--- src/inc/amos_consts.svh ---
// offsets, field positions, reset values and scale figures of the analog monitor scaler
`ifndef AMOS_CONSTS_SVH
`define AMOS_CONSTS_SVH
`define AMOS_ADDR_SRC 16'h0003
`define AMOS_ADDR_POL 16'h0103
`define AMOS_ADDR_PROP1 16'h0104
`define AMOS_ADDR_PROP2 16'h0105
`define AMOS_ADDR_PRST 16'h0208
`define AMOS_ADDR_DRIFT1 16'h0414
`define AMOS_ADDR_DRIFT2 16'h0415
`define AMOS_ADDR_CODE1 16'h0500
`define AMOS_ADDR_CODE2 16'h0501
`define AMOS_SRC_RST 16'h0001
`define AMOS_POL_RST 16'h0000
`define AMOS_PROP_RST 16'h0064
`define AMOS_DRIFT_RST 16'h0000
`define AMOS_PRST_RST 16'h0000
`define AMOS_PRST_KEEP_DRIFT 16'h000A
`define AMOS_DIGIT_W 4
`define AMOS_POL_A_LSB 0
`define AMOS_POL_B_LSB 4
`define AMOS_POL_A_MAX 4'h3
`define AMOS_POL_B_MAX 4'h1
`define AMOS_SRC_MAX 4'h5
`define AMOS_PROP_MAX 16'h0064
`define AMOS_DRIFT_MAX_MV 16'sh0320
`define AMOS_FS_MV 18'sh1F40
`define AMOS_MV_PER_PCT 14'h0050
`define AMOS_SPAN_MV 28'h0000_3E80
`define AMOS_CODE_MAX 28'h0000_03FF
`endif

--- src/inc/amos_pkg.sv ---
// types shared by the analog monitor scaler files
package amos_pkg;
  // monitor source codes, in the order of their numeric setting
  typedef enum logic [3:0] {
    AMOS_SRC_SPEED,
    AMOS_SRC_TORQUE,
    AMOS_SRC_PULSE_FREQ,
    AMOS_SRC_SPEED_CMD,
    AMOS_SRC_TORQUE_CMD,
    AMOS_SRC_BUS_VOLT
  } amos_src_t;
  typedef logic signed [17:0] amos_mv_t;
  typedef logic [9:0] amos_code_t;
endpackage : amos_pkg

--- src/design/amos_top.sv ---
// analog monitor output scaler: settings registers, source select and two scaled channels
//
// Implementation choice: the plain strobed port.
`timescale 1ns/1ps
`include "amos_consts.svh"

module amos_top import amos_pkg::*; #(
  parameter int SRC_W = 16
) (
  input wire logic ref_clk_i,
  input wire logic rstn_i,
  input wire logic ce_i,
  input wire logic [15:0] addr_i,
  input wire logic [15:0] wr_data_i,
  input wire logic wr_en_i,
  input wire logic rd_en_i,
  input wire logic sample_valid_i,
  input wire logic signed [SRC_W-1:0] speed_i,
  input wire logic signed [SRC_W-1:0] torque_i,
  input wire logic signed [SRC_W-1:0] pulse_freq_i,
  input wire logic signed [SRC_W-1:0] speed_cmd_i,
  input wire logic signed [SRC_W-1:0] torque_cmd_i,
  input wire logic signed [SRC_W-1:0] bus_volt_i,
  output logic [15:0] rd_data_o,
  output logic [9:0] channel_one_proportion_code_o,
  output logic [9:0] channel_two_proportion_code_o,
  output logic code_valid_o,
  output logic pulse_dir_rev_o
);

  // the scale arithmetic is sized for samples of 8 to 24 bits
  if (SRC_W < 8 || SRC_W > 24) begin : g_bad_width
    $error("amos_top: SRC_W must lie between 8 and 24");
  end

  // picks one digit of a settings word; used for sources and polarity
  function automatic logic [3:0] digit_of(input logic [15:0] word, input int idx);
    logic [15:0] sh;
    sh = word >> (idx * `AMOS_DIGIT_W);
    return sh[3:0];
  endfunction : digit_of

  // maps a source code to its sample
  function automatic logic signed [SRC_W-1:0] pick_source(input logic [3:0] code,
      input logic signed [SRC_W-1:0] s0, input logic signed [SRC_W-1:0] s1,
      input logic signed [SRC_W-1:0] s2, input logic signed [SRC_W-1:0] s3,
      input logic signed [SRC_W-1:0] s4, input logic signed [SRC_W-1:0] s5);
    logic signed [SRC_W-1:0] res;
    res = '0;
    case (amos_src_t'(code))
      AMOS_SRC_SPEED: res = s0;
      AMOS_SRC_TORQUE: res = s1;
      AMOS_SRC_PULSE_FREQ: res = s2;
      AMOS_SRC_SPEED_CMD: res = s3;
      AMOS_SRC_TORQUE_CMD: res = s4;
      AMOS_SRC_BUS_VOLT: res = s5;
      default: res = '0;
    endcase
    return res;
  endfunction : pick_source

  // true when a word holds legal settings digits
  function automatic logic digits_ok(input logic [15:0] word, input logic [3:0] max0,
      input logic [3:0] max1);
    return (digit_of(word, 0) <= max0) && (digit_of(word, 1) <= max1) && (word[15:8] == 8'h00);
  endfunction : digits_ok

  logic [15:0] src_r, src_nxt;
  logic [15:0] pol_r, pol_nxt;
  logic [15:0] prst_r, prst_nxt;
  logic [15:0] prop_r [2];
  logic [15:0] prop_nxt [2];
  logic signed [15:0] drift_r [2];
  logic signed [15:0] drift_nxt [2];
  logic [15:0] rd_r, rd_nxt;
  logic drift_ok;
  logic [9:0] code_w [2];
  logic code_valid_w [2];

  // out-of-range writes are dropped so the arithmetic never sees bad settings
  assign drift_ok = ($signed(wr_data_i) <= `AMOS_DRIFT_MAX_MV) && ($signed(wr_data_i) >= -`AMOS_DRIFT_MAX_MV);

  // settings register next values
  always_comb begin
    src_nxt = src_r;
    pol_nxt = pol_r;
    prst_nxt = prst_r;
    prop_nxt = prop_r;
    drift_nxt = drift_r;
    if (wr_en_i) begin
      case (addr_i)
        `AMOS_ADDR_SRC: begin
          if (digits_ok(wr_data_i, `AMOS_SRC_MAX, `AMOS_SRC_MAX)) begin
            src_nxt = wr_data_i;
          end
        end
        `AMOS_ADDR_POL: begin
          if (digits_ok(wr_data_i, `AMOS_POL_A_MAX, `AMOS_POL_B_MAX)) begin
            pol_nxt = wr_data_i;
          end
        end
        `AMOS_ADDR_PROP1: begin
          if (wr_data_i <= `AMOS_PROP_MAX) begin
            prop_nxt[0] = wr_data_i;
          end
        end
        `AMOS_ADDR_PROP2: begin
          if (wr_data_i <= `AMOS_PROP_MAX) begin
            prop_nxt[1] = wr_data_i;
          end
        end
        `AMOS_ADDR_DRIFT1: begin
          if (drift_ok) begin
            drift_nxt[0] = wr_data_i;
          end
        end
        `AMOS_ADDR_DRIFT2: begin
          if (drift_ok) begin
            drift_nxt[1] = wr_data_i;
          end
        end
        `AMOS_ADDR_PRST: begin
          prst_nxt = wr_data_i;
          // restore defaults, but the drift offsets are deliberately spared
          if (wr_data_i == `AMOS_PRST_KEEP_DRIFT) begin
            src_nxt = `AMOS_SRC_RST;
            pol_nxt = `AMOS_POL_RST;
            prop_nxt[0] = `AMOS_PROP_RST;
            prop_nxt[1] = `AMOS_PROP_RST;
            drift_nxt = drift_r;
          end
        end
        default: begin
          src_nxt = src_r;
        end
      endcase
    end
  end

  // settings registers; drift resets to zero only on the hard reset
  always_ff @(posedge ref_clk_i) begin
    if (!rstn_i) begin
      src_r <= `AMOS_SRC_RST;
      pol_r <= `AMOS_POL_RST;
      prst_r <= `AMOS_PRST_RST;
      prop_r[0] <= `AMOS_PROP_RST;
      prop_r[1] <= `AMOS_PROP_RST;
      drift_r[0] <= `AMOS_DRIFT_RST;
      drift_r[1] <= `AMOS_DRIFT_RST;
    end else if (ce_i) begin
      src_r <= src_nxt;
      pol_r <= pol_nxt;
      prst_r <= prst_nxt;
      prop_r <= prop_nxt;
      drift_r <= drift_nxt;
    end
  end

  // read data for the cycle after the strobe; unmapped addresses read zero
  always_comb begin
    rd_nxt = 16'h0000;
    if (rd_en_i) begin
      case (addr_i)
        `AMOS_ADDR_SRC: rd_nxt = src_r;
        `AMOS_ADDR_POL: rd_nxt = pol_r;
        `AMOS_ADDR_PROP1: rd_nxt = prop_r[0];
        `AMOS_ADDR_PROP2: rd_nxt = prop_r[1];
        `AMOS_ADDR_DRIFT1: rd_nxt = drift_r[0];
        `AMOS_ADDR_DRIFT2: rd_nxt = drift_r[1];
        `AMOS_ADDR_PRST: rd_nxt = prst_r;
        `AMOS_ADDR_CODE1: rd_nxt = {6'h00, code_w[0]};
        `AMOS_ADDR_CODE2: rd_nxt = {6'h00, code_w[1]};
        default: rd_nxt = 16'h0000;
      endcase
    end
  end

  // read data stands only in the cycle after the strobe
  always_ff @(posedge ref_clk_i) begin
    if (!rstn_i) begin
      rd_r <= 16'h0000;
    end else if (ce_i) begin
      rd_r <= rd_nxt;
    end
  end

  // two identical channels; channel 0 uses source digit 0, channel 1 source digit 1, both polarity digit 0
  for (genvar c = 0; c < 2; c++) begin : g_chan
    logic signed [SRC_W-1:0] sample_s;
    logic negate_s;
    amos_mv_t mv_w;
    logic mv_valid_w;
    logic [3:0] pol_a_s;

    assign sample_s = pick_source(digit_of(src_r, c), speed_i, torque_i, pulse_freq_i,
        speed_cmd_i, torque_cmd_i, bus_volt_i);
    // sign 1 flips channel two, 2 flips channel one, 3 flips both
    assign pol_a_s = digit_of(pol_r, 0);
    assign negate_s = (c == 0) ? pol_a_s[1] : pol_a_s[0];

    // pipeline: sign, proportion, offset, then clamp and code
    amos_scale #(
      .SRC_W(SRC_W)
    ) u_scale (
      .ref_clk_i(ref_clk_i),
      .rstn_i(rstn_i),
      .ce_i(ce_i),
      .in_valid_i(sample_valid_i),
      .sample_i(sample_s),
      .negate_i(negate_s),
      .prop_i(prop_r[c][6:0]),
      .drift_i(drift_r[c]),
      .mv_o(mv_w),
      .valid_o(mv_valid_w)
    );

    amos_code u_code (
      .ref_clk_i(ref_clk_i),
      .rstn_i(rstn_i),
      .ce_i(ce_i),
      .in_valid_i(mv_valid_w),
      .mv_i(mv_w),
      .code_o(code_w[c]),
      .valid_o(code_valid_w[c])
    );
  end

  // outputs come straight from the channel and register flops
  assign rd_data_o = rd_r;
  assign channel_one_proportion_code_o = code_w[0];
  assign channel_two_proportion_code_o = code_w[1];
  assign code_valid_o = code_valid_w[0];
  assign pulse_dir_rev_o = pol_r[`AMOS_POL_B_LSB];

endmodule : amos_top

--- src/design/amos_scale.sv ---
// per-channel sign, proportion and drift offset stage
`timescale 1ns/1ps
`include "amos_consts.svh"
module amos_scale import amos_pkg::*; #(
  parameter int SRC_W = 16
) (
  input wire logic ref_clk_i,
  input wire logic rstn_i,
  input wire logic ce_i,
  input wire logic in_valid_i,
  input wire logic signed [SRC_W-1:0] sample_i,
  input wire logic negate_i,
  input wire logic [6:0] prop_i,
  input wire logic signed [15:0] drift_i,
  output amos_mv_t mv_o,
  output logic valid_o
);
  logic signed [SRC_W:0] signed_s;
  logic signed [SRC_W+14:0] prod_s;
  amos_mv_t mv_r, mv_nxt;
  logic valid_r, valid_nxt;

  // one extra bit so negating the most negative sample cannot wrap
  always_comb begin
    signed_s = negate_i ? -SRC_W'(0) - {sample_i[SRC_W-1], sample_i} : {sample_i[SRC_W-1], sample_i};
    prod_s = signed_s * $signed({1'b0, 7'(prop_i) * `AMOS_MV_PER_PCT});
    mv_nxt = mv_r;
    valid_nxt = 1'b0;
    if (in_valid_i) begin
      // full scale of 2^(SRC_W-1) maps to 80 mV per percent
      mv_nxt = amos_mv_t'(prod_s >>> (SRC_W - 1)) + amos_mv_t'(drift_i);
      valid_nxt = 1'b1;
    end
  end

  always_ff @(posedge ref_clk_i) begin
    if (!rstn_i) begin
      mv_r <= '0;
      valid_r <= 1'b0;
    end else if (ce_i) begin
      mv_r <= mv_nxt;
      valid_r <= valid_nxt;
    end
  end

  assign mv_o = mv_r;
  assign valid_o = valid_r;
endmodule : amos_scale

--- src/design/amos_code.sv ---
// per-channel saturation and 10-bit converter code stage
`timescale 1ns/1ps
`include "amos_consts.svh"
module amos_code import amos_pkg::*; (
  input wire logic ref_clk_i,
  input wire logic rstn_i,
  input wire logic ce_i,
  input wire logic in_valid_i,
  input amos_mv_t mv_i,
  output amos_code_t code_o,
  output logic valid_o
);
  amos_mv_t clip_s;
  logic [27:0] lin_s;
  amos_code_t code_r, code_nxt;
  logic valid_r, valid_nxt;

  // clamp first, then map -8 V..+8 V onto 0..1023 offset binary
  always_comb begin
    clip_s = mv_i;
    if (mv_i > `AMOS_FS_MV) clip_s = `AMOS_FS_MV;
    if (mv_i < -`AMOS_FS_MV) clip_s = -`AMOS_FS_MV;
    lin_s = 28'(clip_s + `AMOS_FS_MV) * `AMOS_CODE_MAX / `AMOS_SPAN_MV;
    code_nxt = code_r;
    valid_nxt = 1'b0;
    if (in_valid_i) begin
      code_nxt = lin_s[9:0];
      valid_nxt = 1'b1;
    end
  end

  always_ff @(posedge ref_clk_i) begin
    if (!rstn_i) begin
      code_r <= 10'h200;
      valid_r <= 1'b0;
    end else if (ce_i) begin
      code_r <= code_nxt;
      valid_r <= valid_nxt;
    end
  end

  assign code_o = code_r;
  assign valid_o = valid_r;
endmodule : amos_code

--- config.mk ---
export PLATFORM = sky130hd
export DESIGN_NAME = amos_top
export DESIGN_NICKNAME = d
export VERILOG_FILES = /design/src/inc/amos_pkg.sv /design/src/design/amos_top.sv /design/src/design/amos_scale.sv /design/src/design/amos_code.sv
export VERILOG_INCLUDE_DIRS = /design/src /design/src/inc
export SDC_FILE = /design/constraint.sdc
export NUM_CORES = 2
export LEC_CHECK = 0
export ABC_AREA = 0
export BUFFER_PORTS_ARGS = -buffer_cell sky130_fd_sc_hd__buf_2
export CORE_ASPECT_RATIO = 1.1
export CORE_MARGIN = 8
export CORE_UTILIZATION = 59
export DETAILED_ROUTE_END_ITERATION = 8
export GPL_TIMING_DRIVEN = 0
export PLACE_DENSITY = 0.85
export SLEW_MARGIN = 0
export SYNTH_ARGS = -nofsm -noshare
export SYNTH_HDL_FRONTEND = slang
export SYNTH_SLANG_ARGS = --single-unit
--- constraint.sdc ---
create_clock -name ref_clk_i -period 17.5 [get_ports ref_clk_i]
set_input_delay 0.875 -clock ref_clk_i [delete_from_list [all_inputs] [get_ports ref_clk_i]]
set_output_delay 0.875 -clock ref_clk_i [all_outputs]
set_load 0.02 [all_outputs]
==> results_dict.tcl <==
set metrics [dict create \
    die_x_microns 263 \
    status "finished with violations" \
    violations "max-capacitance violations" \
    ant_nets 0 \
    ys_async_sr_fraction 0 \
    gp_congestion 1.04 \
    finalWirelength_mm 121 \
    slowest_delay_ns 0.58 \
    tightest_slew_ns 1.45 \
    crit_buf_inv 12 \
    drv_slew 0 \
    grt_pass1_vias 37500 \
    cts_made_buffers 17 \
    criticalPathCategory "flip-flop to flip-flop" \
    synth_cell_types 131 \
    synth-seq-area-share 0.0928 \
    yosys_warnings 0 \
    cts_tree "built" \
    first_pass_iters 6 \
    syn_avg_cell_area_sq_um 8.12 \
    drc 0 \
    io_pins 172 \
    clockRootBuffer "clkbuf_16" \
    fin_crit_ns 17.43 \
    place_hpwl_mm 97.2 \
    synth-edff-count 0 \
    ys.flop_type "dfxtp_1" \
    drt-initial-drc-count 4068 \
    final_util 0.669 \
    cts.sinks 184 \
    place_inst 5932 \
    maxSlewHeadroom 0.0211 \
    row_count 99 \
    yosys_register_bits 184 \
    stdcell_count 6041 \
    max_freq_mhz 57.4 \
    cts_buffer_depth 2 \
    clk_latency_ns 0.44 \
    cp-start-kind "flip-flop" \
    port_buffers 164 \
    vias_per_cell 6.32 \
    post-place-ws_ns -2.30 \
    netlist_instances 4889 \
    arrival_ns 17.79 \
    core_sq_um 66400 \
    critPathMaxFanout 16 \
    setup_viol 0 \
    skew_ns 0.0162 \
    grt_max_degree 19 \
    synthTopCellsByArea "fa_1 (24%), dfxtp_1 (9.3%), ha_1 (8.8%)" \
    finalCritPeriodShare 0.996 \
    fp.dieH_microns 288 \
    holdWs_ns 0.467 \
    grt_pass1_wl_mm 191 \
    ctsHtreeMaxLevel 4 \
    synth_top_area_frac 0.243 \
    maxCapViolations 1 \
    clk_pin_slew_ns 0.07 \
    slowest_stage "fa_2" \
    syn_area_sq_um 39700 \
    cts_hold_buffers 0 \
    drive_gt1_frac 0.127 \
    finalHoldViolations 0 \
    overflow 0 \
    hp-class "flip-flop to flip-flop" \
    die_area_sq_um 75800 \
    end_kind "flip-flop" \
    nNetsFinal 6057 \
    routedWlPerCell_microns 20.1 \
    antenna_found_initial 9 \
    yosysTopAreaCell "fa_1" \
    grtUsageTotal 0.303 \
    via_count 38200 \
    syn2layout_area_growth_pct 12.0 \
    setup_slack_ns 0.0714 \
    worst-endpoint-required_ns 17.86 \
    path_delay_family "compound AO/OA/AOI/OAI gates" \
    initial_core_util 0.598 \
]
-- worst reg2reg max path, delay by kind of cell, from the launching register on --
kind,cells,cell delay [ns]
muxes,3,0.83
and+or+nand+nor,16,4.54
DFF,1,0.37
buffers and inverters,12,1.66
AOI/OAI and AO/OA,21,6.46
adders and majority gates,8,3.48
-- cell usage in the layout (no fill, tap or decap), types with 65 or more instances in the layout --
cell type	synthesis	final
inv_1	662	662
fa_1	482	480
nand2_1	468	467
nor2_1	411	396
ha_1	278	269
a21oi_1	205	192
buf_2	20	183
dfxtp_1	184	178
xnor2_1	190	173
o21ai_0	159	149
clkbuf_1	148	130
a22oi_1	128	127
nand3_1	100	99
xor2_1	106	95
buf_4	5	93
nand2b_1	78	77
and2_1	76	71
a21o_1	68	67
mux2i_1	73	65
-- metal layers --
layer / vias to the layer above / share of wire / GRT usage
li1: 17300 / - / -
met1: 18500 / 0.38 / 0.375
met2: 1942 / 0.48 / 0.516
met3: 407 / 0.084 / 0.0497
met4: 6 / 0.054 / 0.141
met5: - / 0.00038 / 0
-- cell usage after synthesis, types with 20 or more instances --
master,number
or2_2,37
xor2_1,106
nand2_1,468
ha_1,278
a21boi_0,48
nand4_1,30
a31oi_1,41
o21a_1,31
and3_1,62
o21ai_0,159
o21ai_1,20
nor3_1,63
mux2i_1,73
fa_1,482
clkbuf_1,148
xnor2_1,190
a21oi_1,205
nor2_1,411
a211oi_1,45
a221oi_1,26
nor2b_1,59
and2_1,76
inv_1,662
a21o_1,68
nand2b_1,78
nor4_1,31
or3_1,28
o21bai_1,34
buf_2,20
o31ai_1,26
o31a_1,21
o22ai_1,23
dfxtp_1,184
a22oi_1,128
o211ai_1,38
o211a_1,22
nand3_1,100
-- area by class of cell --
cell class	count	area, sq um
multi-input cells	3877	34400
fillers	5203	22000
flip-flops and latches	184	3700
inverters	664	2500
repair buffers	251	1470
well taps	858	1070
plain buffers	168	698
clock buffers	18	429
clock inverters	14	154
diodes	7	17.5
-- final timing paths --
path	slack, ns	cells after the start	end	start
max	0.07	60	g_chan[1].u_code.code_o[0]	g_chan[1].u_scale.mv_o[13]
min	0.47	1	pol_r[12]	pol_r[12]
min reg2reg	0.47	1	pol_r[12]	pol_r[12]
max reg2reg	0.07	60	g_chan[1].u_code.code_o[0]	g_chan[1].u_scale.mv_o[13]
-- state kept, by name, summed over array words and instances (netlist names) --
register / count
drift_r: 32
g_chan.u_code.valid_o: 1
pol_r: 16
prop_r: 32
rd_data_o: 16
src_r: 16
prst_r: 16
g_chan.u_code.code_o: 20
g_chan.u_scale.valid_o: 1
g_chan.u_scale.mv_o: 34
-- through the flow --
step / cell area (sq um) / setup TNS (ns)
after CTS: 42900 / 0
after floorplan: 39800 / 0
final: 44400 / 0
after global routing: 44400 / -0.982
after detailed placement: 41700 / -10.19
after global placement: 41600 / -10.67
-- kinds of logic after synthesis --
kind of cell	synth area share
multiplexers	0.0256
buffers and inverters	0.0813
adder cells (fa/ha/maj)	0.334
AO/OA/AOI/OAI	0.210
other	0.000189
AND/OR/NAND/NOR	0.187
XOR/XNOR	0.0681
flip-flops	0.0928
-- repair_timing --
item / in CTS / in global routing
pin swaps: 12 / 64
endpoints found under the setup margin: 8 / 6
gates resized for setup: 90 / 208
cloned: 0 / 1
setup buffers: 18 / 66
Power is left out: the tool's default activity adds up to more than one toggle a clock period on the data nets, which glitch-free logic cannot reach.
